$ cat config.mk
export PLATFORM = sky130hd
export DESIGN_NAME = ris_sequencer
export DESIGN_NICKNAME = d
export VERILOG_FILES = /design/src/inc/ris_pkg.sv /design/src/hw/ris_int_arbiter.sv /design/src/hw/ris_sequencer.sv
export SDC_FILE = /design/constraint.sdc
export NUM_CORES = 1
export LEC_CHECK = 0
export BUFFER_PORTS_ARGS = -buffer_cell sky130_fd_sc_hd__buf_2
export CAP_MARGIN = 20
export CORE_MARGIN = 4
export CORE_UTILIZATION = 48
export DETAILED_ROUTE_END_ITERATION = 8
export GPL_TIMING_DRIVEN = 0
export PLACE_DENSITY = 0.79
export REMOVE_ABC_BUFFERS = 1
export SETUP_SLACK_MARGIN = 0.05
export SLEW_MARGIN = 20
export SYNTH_ARGS = -nofsm -noshare
export SYNTH_HDL_FRONTEND = slang
export SYNTH_HIERARCHICAL = 1
export SYNTH_SLANG_ARGS = --single-unit
$ cat constraint.sdc
create_clock -name clk_sys -period 2.4 [get_ports clk_sys]
set_input_delay 0.24 -clock clk_sys [delete_from_list [all_inputs] [get_ports clk_sys]]
set_output_delay 0.24 -clock clk_sys [all_outputs]
set_load 0.05 [all_outputs]
$ cat src/inc/ris_pkg.sv
package ris_pkg;

  // Sequencer timing, in reference-clock cycles (clk_sys is the reference clock)
  localparam int unsigned STAB_CYC          = 4096;
  localparam int unsigned PIN_DRIVE_CYC     = 32;
  localparam int unsigned HOLD_CYC          = 32;
  localparam int unsigned PIN_SAMPLE_CYC    = 32;
  localparam int unsigned MIN_RESET_LOW_CYC = 4;
  localparam int unsigned BUS_DIV           = 4;
  localparam int unsigned NUM_SRC           = 21;

  // Register port map and reset values
  localparam logic [15:0] ADDR_RCS        = 16'h0000;
  localparam logic [15:0] ADDR_CTRL       = 16'h0001;
  localparam logic [15:0] ADDR_WDOG       = 16'hFFFF;
  localparam logic [7:0]  CTRL_RESET      = 8'h00;
  localparam int unsigned CTRL_STOP_EN    = 0;

  // Vector locations
  localparam logic [15:0] VEC_RESET_HI    = 16'hFFFE;
  localparam logic [15:0] VEC_RESET_LO    = 16'hFFFF;
  localparam logic [15:0] VEC_SWI         = 16'hFFFC;

  // Stacked registers {ccr, a, x, pch, pcl, h}; index high byte is never pushed
  localparam logic [5:0]  STACK_PUSH_SET  = 6'h3E;

  typedef struct packed {
    logic por;
    logic ext;
    logic wdog;
    logic illegal_opcode_flag;
    logic illegal_address_flag;
    logic mon;
    logic lvd;
    logic rsvd;
  } ris_rcs_t;

  localparam logic [7:0] RCS_POWER_UP = 8'h82;

  typedef enum {
    ST_LVD, ST_STAB, ST_PIN, ST_HOLD, ST_EXT, ST_VEC_HI, ST_VEC_LO, ST_VEC_END, ST_RUN
  } ris_state_t;

  typedef struct packed {
    logic [15:0] addr;
    logic [7:0]  wdata;
    logic        wr;
    logic        rd;
  } ris_reg_req_t;

  typedef struct packed {
    logic insn_done;
    logic rti_done;
    logic rti_i_val;
    logic swi_exec;
    logic ill_opcode;
    logic stop_exec;
    logic fetch_unmapped;
    logic mon_entry;
    logic ccr_i_wr;
    logic ccr_i_val;
    logic entry_done;
  } ris_core_evt_t;

  typedef struct packed {
    logic [15:0] vector;
    logic [4:0]  src;
    logic [5:0]  push;
  } ris_int_entry_t;

endpackage

$ cat src/hw/ris_int_arbiter.sv
`timescale 1ns/1ps
module ris_int_arbiter #(
  parameter int unsigned N = 21,
  parameter int unsigned W = 5
) (
  input  wire logic [N-1:0] req,
  output logic              valid,
  output logic [W-1:0]      idx
);
  logic [N:0]   hit;
  logic [W-1:0] sel [N+1];

  assign hit[0] = 1'b0;
  assign sel[0] = '0;

  // Lowest index wins: index 0 is the highest priority
  for (genvar i = 0; i < N; i++) begin : g_chain
    assign hit[i+1] = hit[i] | req[i];
    assign sel[i+1] = (req[i] && !hit[i]) ? W'(i) : sel[i];
  end

  assign valid = hit[N];
  assign idx   = sel[N];
endmodule

$ cat src/hw/ris_sequencer.sv
`timescale 1ns/1ps
// Summary of operation
// - Internal and pin resets abort the executing instruction at once; low supply one cycle later.
// - After reset, fetch start address from FFFE then FFFF, high byte first.
// - Reset selects a bus clock of reference clock divided by four.
// - Pin held low for minimum time causes external reset and sets its flag.
// - Internal resets drive pin low 32 cycles, then hold 32 more.
// - Power-up stops clocks 4096 cycles with the pin held low.
// - After that delay, pin releases 32 cycles later, vector fetch at 64.
// - Power-up sets power-up and low-supply flags, clears the others.
// - Low supply holds pin low while low, then 4096 delay, sets its flag.
// - Watchdog overflow resets and flags; any write to FFFF restarts it.
// - An illegal opcode resets and sets its flag.
// - Stop instruction with stop disabled counts as an illegal opcode.
// - Opcode fetch from unmapped address resets and flags; data access does not.
// - Status register is read-only; a read, and only a read, clears it.
// - Flags from successive resets accumulate until read.
// - Pin sampled 32 cycles after internal release; low sets external flag.
// - Monitor-entry reset sets its flag.
// - Interrupts never abort an instruction; entry waits for completion.
// - Entry stacks registers, sets mask bit, loads vector; return restores.
// - A latched interrupt cannot be preempted by any other.
// - After each instruction, with mask clear, serve highest pending first.
// - Request pending at return is served before the next main instruction.
// - Entry does not stack the index high byte.
// - Mask bit blocks every source except the software interrupt.
// - Priority 0 is highest; larger numbers are lower priority.
module ris_sequencer #(
  parameter int unsigned WDOG_TIMEOUT_CYC = 262144
) (
  input  wire logic                    clk_sys,
  input  wire logic                    rst_n,
  input  wire ris_pkg::ris_reg_req_t   reg_req,
  output logic [7:0]                   reg_rdata,
  input  wire logic                    supply_low,
  input  wire logic                    rst_pin_in,
  output logic                         rst_pin_out,
  output logic                         rst_pin_oe_n,
  input  wire ris_pkg::ris_core_evt_t  core_evt,
  input  wire logic [19:0]             irq_req,
  output logic                         core_hold,
  output logic                         clk_run,
  output logic                         bus_clk_en,
  output logic                         mem_rd,
  output logic [15:0]                  mem_addr,
  input  wire logic [7:0]              mem_rdata,
  output logic                         pc_load,
  output logic [15:0]                  pc_value,
  output logic                         int_entry,
  output ris_pkg::ris_int_entry_t      int_info,
  output logic                         i_mask
);
  import ris_pkg::*;

  ris_state_t     state_q, state_d;
  logic [12:0]    cnt_q, cnt_d;
  logic [2:0]     ext_cnt_q;
  logic [19:0]    wd_q;
  logic [1:0]     div_q;
  ris_rcs_t       rcs_q, rcs_set;
  logic [7:0]     ctrl_q;
  logic           run, wd_ovf, illegal_opcode_flag_fire, int_rst, ext_fire, rd_hit, wd_kick;
  logic           clk_run_q, pin_oe_n_q, mem_rd_q, pc_load_q, busy_q, i_bit_q;
  logic [15:0]    mem_addr_q, pc_q;
  logic [7:0]     rdata_q;
  logic           i_eff, eval, take, arb_valid, int_entry_q;
  logic [4:0]     arb_idx;
  logic [20:0]    req_vec;
  ris_int_entry_t int_info_q;

  assign run       = (state_q == ST_RUN);
  assign wd_ovf    = (wd_q == 20'(WDOG_TIMEOUT_CYC - 1));
  assign illegal_opcode_flag_fire = core_evt.ill_opcode
                   | (core_evt.stop_exec & ~ctrl_q[CTRL_STOP_EN]);
  // Data accesses to unmapped space never reach this block, so they cannot reset
  assign int_rst   = run & (wd_ovf | illegal_opcode_flag_fire | core_evt.fetch_unmapped
                   | core_evt.mon_entry);
  assign ext_fire  = run & ~rst_pin_in
                   & (ext_cnt_q == 3'(MIN_RESET_LOW_CYC - 1));
  assign rd_hit    = reg_req.rd && (reg_req.addr == ADDR_RCS);
  assign wd_kick   = reg_req.wr && (reg_req.addr == ADDR_WDOG);

  // Sequencer next state
  always_comb begin
    state_d = state_q;
    cnt_d   = cnt_q + 13'd1;
    if (supply_low && state_q != ST_LVD) begin
      state_d = ST_LVD;
      cnt_d   = '0;
    end else begin
      case (state_q)
        ST_LVD: begin
          cnt_d = '0;
          if (!supply_low) begin
            state_d = ST_STAB;
          end
        end
        ST_STAB: begin
          if (cnt_q == 13'(STAB_CYC - 1)) begin
            state_d = ST_PIN;
            cnt_d   = '0;
          end
        end
        ST_PIN: begin
          if (cnt_q == 13'(PIN_DRIVE_CYC - 1)) begin
            state_d = ST_HOLD;
            cnt_d   = '0;
          end
        end
        ST_HOLD: begin
          if (cnt_q == 13'(HOLD_CYC - 1)) begin
            state_d = ST_VEC_HI;
            cnt_d   = '0;
          end
        end
        ST_EXT: begin
          cnt_d = '0;
          if (rst_pin_in) begin
            state_d = ST_HOLD;
          end
        end
        ST_VEC_HI:  state_d = ST_VEC_LO;
        ST_VEC_LO:  state_d = ST_VEC_END;
        ST_VEC_END: state_d = ST_RUN;
        ST_RUN: begin
          cnt_d = '0;
          if (int_rst) begin
            state_d = ST_PIN;
          end else if (ext_fire) begin
            state_d = ST_EXT;
          end
        end
        default: state_d = ST_STAB;
      endcase
    end
  end

  // Power-up enters the stabilization delay from the synchronous reset
  always_ff @(posedge clk_sys) begin
    if (!rst_n) begin
      state_q <= ST_STAB;
      cnt_q   <= '0;
    end else begin
      state_q <= state_d;
      cnt_q   <= cnt_d;
    end
  end

  // Pin and clock gating follow the next state
  always_ff @(posedge clk_sys) begin
    if (!rst_n) begin
      pin_oe_n_q <= 1'b0;
      clk_run_q  <= 1'b0;
    end else begin
      pin_oe_n_q <= !(state_d inside {ST_LVD, ST_STAB, ST_PIN});
      clk_run_q  <= !(state_d inside {ST_LVD, ST_STAB});
    end
  end

  // Divider restarts on every reset so the bus always comes up at ref/4
  always_ff @(posedge clk_sys) begin
    if (!rst_n || !clk_run_q || int_rst || ext_fire) begin
      div_q <= '0;
    end else begin
      div_q <= div_q + 2'd1;
    end
  end

  // External pin low-time filter, only while running
  always_ff @(posedge clk_sys) begin
    if (!rst_n || !run || rst_pin_in || ext_fire) begin
      ext_cnt_q <= '0;
    end else begin
      ext_cnt_q <= ext_cnt_q + 3'd1;
    end
  end

  // Watchdog counter
  always_ff @(posedge clk_sys) begin
    if (!rst_n || !run || wd_kick || wd_ovf) begin
      wd_q <= '0;
    end else begin
      wd_q <= wd_q + 20'd1;
    end
  end

  // Reset cause flags: a new cause in the read cycle survives the clear
  always_comb begin
    rcs_set      = '0;
    rcs_set.wdog = run & wd_ovf;
    rcs_set.illegal_opcode_flag = run & illegal_opcode_flag_fire;
    rcs_set.illegal_address_flag = run & core_evt.fetch_unmapped;
    rcs_set.mon  = run & core_evt.mon_entry;
    rcs_set.lvd  = supply_low && state_q != ST_LVD;
    rcs_set.ext  = ext_fire | (state_q == ST_HOLD && !rst_pin_in
                 && cnt_q == 13'(PIN_SAMPLE_CYC - 1));
  end

  always_ff @(posedge clk_sys) begin
    if (!rst_n) begin
      rcs_q <= RCS_POWER_UP;
    end else begin
      rcs_q <= (rd_hit ? '0 : rcs_q) | rcs_set;
    end
  end

  // Register port: status is read-only, writes to it are dropped
  always_ff @(posedge clk_sys) begin
    if (!rst_n) begin
      ctrl_q <= CTRL_RESET;
    end else if (reg_req.wr && reg_req.addr == ADDR_CTRL) begin
      ctrl_q <= reg_req.wdata;
    end
  end

  always_ff @(posedge clk_sys) begin
    if (!rst_n || !reg_req.rd) begin
      rdata_q <= '0;
    end else if (reg_req.addr == ADDR_RCS) begin
      rdata_q <= rcs_q;
    end else if (reg_req.addr == ADDR_CTRL) begin
      rdata_q <= ctrl_q;
    end else begin
      rdata_q <= '0;
    end
  end

  // Reset vector fetch, high byte first
  always_ff @(posedge clk_sys) begin
    if (!rst_n) begin
      mem_rd_q   <= 1'b0;
      mem_addr_q <= '0;
      pc_q       <= '0;
      pc_load_q  <= 1'b0;
    end else begin
      mem_rd_q   <= (state_d == ST_VEC_HI) || (state_d == ST_VEC_LO);
      mem_addr_q <= (state_d == ST_VEC_HI) ? VEC_RESET_HI : VEC_RESET_LO;
      pc_load_q  <= (state_q == ST_VEC_END);
      if (state_q == ST_VEC_LO) begin
        pc_q[15:8] <= mem_rdata;
      end
      if (state_q == ST_VEC_END) begin
        pc_q[7:0] <= mem_rdata;
      end
    end
  end

  // Interrupt recognition at instruction boundaries only
  assign i_eff   = core_evt.rti_done ? core_evt.rti_i_val : i_bit_q;
  assign req_vec = {irq_req & {20{~i_eff}}, core_evt.swi_exec};
  assign eval    = run && !int_rst && !ext_fire && !busy_q
                 && (core_evt.insn_done || core_evt.rti_done);
  assign take    = eval && arb_valid;

  ris_int_arbiter #(
    .N (NUM_SRC),
    .W (5)
  ) u_arb (
    .req   (req_vec),
    .valid (arb_valid),
    .idx   (arb_idx)
  );

  // Busy blocks any other entry until the core finishes stacking
  always_ff @(posedge clk_sys) begin
    if (!rst_n || !run) begin
      busy_q <= 1'b0;
    end else if (take) begin
      busy_q <= 1'b1;
    end else if (core_evt.entry_done) begin
      busy_q <= 1'b0;
    end
  end

  always_ff @(posedge clk_sys) begin
    if (!rst_n || !run) begin
      i_bit_q <= 1'b1;
    end else if (take) begin
      i_bit_q <= 1'b1;
    end else if (core_evt.rti_done) begin
      i_bit_q <= core_evt.rti_i_val;
    end else if (core_evt.ccr_i_wr) begin
      i_bit_q <= core_evt.ccr_i_val;
    end
  end

  always_ff @(posedge clk_sys) begin
    if (!rst_n) begin
      int_entry_q <= 1'b0;
      int_info_q  <= '0;
    end else begin
      int_entry_q <= take;
      if (take) begin
        int_info_q.vector <= VEC_SWI - {10'h000, arb_idx, 1'b0};
        int_info_q.src    <= arb_idx;
        int_info_q.push   <= STACK_PUSH_SET;
      end
    end
  end

  // Hold is combinational so an internal or pin reset cause stops the core in the same cycle; low supply stops it one cycle later
  assign core_hold    = !run || int_rst || ext_fire;
  assign rst_pin_out  = 1'b0;
  assign rst_pin_oe_n = pin_oe_n_q;
  assign clk_run      = clk_run_q;
  assign bus_clk_en   = clk_run_q && (div_q == 2'(BUS_DIV - 1));
  assign mem_rd       = mem_rd_q;
  assign mem_addr     = mem_addr_q;
  assign pc_load      = pc_load_q;
  assign pc_value     = pc_q;
  assign int_entry    = int_entry_q;
  assign int_info     = int_info_q;
  assign i_mask       = i_bit_q;
  assign reg_rdata    = rdata_q;
endmodule

==> run summary <==
Cell type with the largest total area after synthesis = dfxtp_1
Share of the synthesized area in the top cell type = 45.8%
Number of distinct library cell variants in the gate-level netlist after synthesis = 58
Wire length per cell after detailed routing = 15.6 um
Overflow left after global routing = 0
Count of final max-slew check failures = 0
Top area cells in the synthesized netlist = dfxtp_1 (46%), mux2i_1 (7.3%), nor2_1 (7.3%), buf_4 (4.1%), xor2_1 (2.8%)
Flip-flop and latch area = 2590 um2
Result of the run = finished with violations
Average size of a mapped cell = 9.21 um2
Commonest cells after routing, fill and taps aside = buf_2 (140), dfxtp_1 (124), nor2_1 (108), mux2i_1 (40), conb_1 (31)
Standard cell area after detailed placement = 6280 um2
Avg Vias per Cell = 5.40
Final estimated routing congestion in global placement = 0.877
Final total negative setup slack = -0.248 ns
Proportion of total power due to net switching = 25.6%
Chip height = 116 um
Actual slew at the worst max-slew pin = 0.967 ns
Number of global-route vias before repair = 4707
Number of flip-flops and latches in the synthesized netlist = 129
First drt pass iteration count = 5
Number of buffers on the longest clock path = 2
Number of hold violations in the final report = 0
Skew final = 0.00958 ns
Setup repair after global routing missed its margin = yes
Leakage power of the design = 3.23 nW
Startpoint-to-endpoint class of the critical path = register to output port
Number of core rows = 39
Maximum operating frequency = 397 MHz
Diode insertion count for antenna repair = 0
Maximum level of the CTS H-tree = 4
Critical Path Sink Type = output port
Hold-fix buffer count after cts = 0
Root cell of the clock tree = clkbuf_16
Wire length reported by the detailed router = 14.5 mm
Clock latency on the worst-skew pair = 0.41 ns
Global-route wire length before repair = 21.2 mm
Total global routing track utilization = 19.5%
Top fanout value on the critical path = 3
Worst reg2reg startpoint = i_mask
Filler cell count in the final layout = 865
Worst slew margin = 35.3%
Required time at the worst-slack endpoint = 2.16 ns
Initial antenna violation count = 1
Number of max-cap violations = 0
Clock tree from TritonCTS = built
Seq pwr share = 42.6%
DR vias = 5048
Part of the total power dissipated in the clock network = 49.6%
Number of synthesis warnings = 6
Synthesized instance count = 612
Area of the mapped netlist = 5640 um2
Worst voltage drop across the vdd grid = 503 uV
Number of flops mapped to enable cells by yosys = 0
Sequential cell area fraction in the yosys report = 45.8%
Reg-to-Reg End = int_info[16]
Post-layout min period = 2.52 ns
Final cell area excluding filler cells = 7530 um2
Leading cell type in the layout, fill and taps excluded = buf_2
Synth async-reset ratio = 0%
Pin count of the biggest net entering global routing = 40
Number of port buffers = 141
Final-stage net count = 854
Portion of the clock cycle consumed by the worst path in the final layout = 105%
Final worst setup slack = -0.118 ns
Worst hold path startpoint = core_evt[4]
Number of nets still failing antenna checks after routing = 0
Number of design rule violations left after detail routing = 0
Area overhead of the layout relative to synthesis = 33.7%
Cell internal power dissipation = 3.82 mW
Part of the power in combinational logic = 7.7%
Total die area = 13500 um2
Critical Path Start Type = register
TritonCTS Buffers = 17
P_sw = 1.32 mW
Cells on worst reg2reg path = 11
Core area = 11500 um2
Number of sinks driven by the clock tree = 129
IO Count = 145
Reg-to-reg slack, setup = -0.10 ns
Worst Path Arrival = 2.28 ns
Violated checks = setup timing
Worst Hold End = rcs_q[3]
Multi-input logic area = 3120 um2
Hold crit path type = primary input to register
Total setup violations reported at the end of the flow = 4
Power per Cell Area = 681 nW/um2
Die X-Extent = 116 um
Fraction of layout instances using a drive strength above 1 = 36.5%
Dominant synthesized flop cell = dfxtp_1
Register clock-pin slew on the reported worst setup and hold paths = 0.06 ns
DR iter-0 viols = 370
Worst hold path depth = 2
Post-DP HPWL = 9.59 mm
Effective utilization at floorplan = 49.1%
[critical path, stage by stage (launching register included)]
cell and delay (ns):
dfxtp_1 0.31, nor4_2 0.27, nand3_1 0.15, or3_4 0.42, or4_4 0.55, buf_8 0.17
[cell type report]
type | instances | share of cell area, %
repair buffers | 171 | 12.9
clock buffers | 17 | 5.65
clock inverters | 15 | 2.24
well taps | 143 | 2.38
inverters | 20 | 0.997
multi-input cells | 440 | 41.4
flip-flops and latches | 129 | 34.4
[cells in the mapped netlist (5+ instances only)]
master and instances:
nand3_1 19, xor2_1 18, nand4_1 14, nor4_1 12, or3_1 10, clkbuf_1 17, a21oi_1 14, nor2b_1 5
nor2_1 109, xnor2_1 13, nand2_1 31, nor3_1 16, and3_1 7, dfxtp_1 129, inv_1 20, o21ai_0 7
ha_1 6, and2_1 24, buf_4 31, mux2i_1 41
[how the worst max path moves through the flow]
stage / from / to
2_1_floorplan: mem_addr[1] / mem_addr[10]
3_3_place_gp: core_evt[9] / int_info[6]
3_5_place_dp: core_evt[9] / int_info[6]
4_1_cts: state_q[21] / core_hold
5_1_grt: state_q[11] / core_hold
6_report: state_q[31] / core_hold
[repair_timing]
action | 4_1_cts | 5_1_grt
resized for setup | 38 | 57
buffers inserted | 10 | 20
cloned | 2 | 1
endpoints found under the setup margin | 55 | 64
pin swaps | 12 | 26
[logic make-up (layout without fill, tap and decap cells)]
kind of cell | after synthesis | after routing | synth area share [%]
multiplexers | 42 | 44 | 7.48
XOR/XNOR | 31 | 31 | 4.82
AO/OA/AOI/OAI | 55 | 55 | 7.26
other | 1 | 31 | 0.0665
flip-flops | 129 | 129 | 45.8
buffers and inverters | 75 | 223 | 7.66
adder cells (fa/ha/maj) | 7 | 7 | 1.51
AND/OR/NAND/NOR | 272 | 272 | 25.4
[state kept, by name, indices dropped and copies added, names as in the netlist]
register	flops
reg_rdata	8
ext_cnt_q	3
int_entry	1
rcs_q	7
busy_q	1
i_mask	1
pc_value	16
wd_q	20
clk_run	1
pc_load	1
mem_addr	2
int_info	11
cnt_q	13
state_q	32
rst_pin_oe_n	1
ctrl_q	8
mem_rd	1
div_q	2
[metrics by stage]
step	hold slack [ns]	utilization [%]	std cells	setup slack, ns	power [mW]
floorplan	0.268	-	587	-2.94	2.41
global placement	0.410	54.7	871	-1.06	2.52
detailed placement	0.415	54.7	871	-1.15	2.53
CTS	0.0589	62.1	915	-0.113	5.09
global route	0.0667	65.7	935	-0.203	5.29
finish	0.0742	65.7	935	-0.118	5.13
[power groups by stage]
| stage | Combinational (mW) | Clock (mW) | Sequential (mW) |
|---|---|---|---|
| after floorplan | 0.128 | 0 | 2.28 |
| after global placement | 0.287 | 0 | 2.23 |
| after detailed placement | 0.290 | 0 | 2.24 |
| after CTS | 0.324 | 2.58 | 2.19 |
| after global routing | 0.424 | 2.68 | 2.19 |
| final | 0.397 | 2.55 | 2.19 |
[routing by layer]
metal | wire (um) | track usage (%)
met2 | 7820 | 36.5
met1 | 5260 | 21.3
met3 | 1160 | 5.39
met5 | 14 | 0
met4 | 295 | 5.80
No activity file was read; power rests on OpenSTA's default activity.
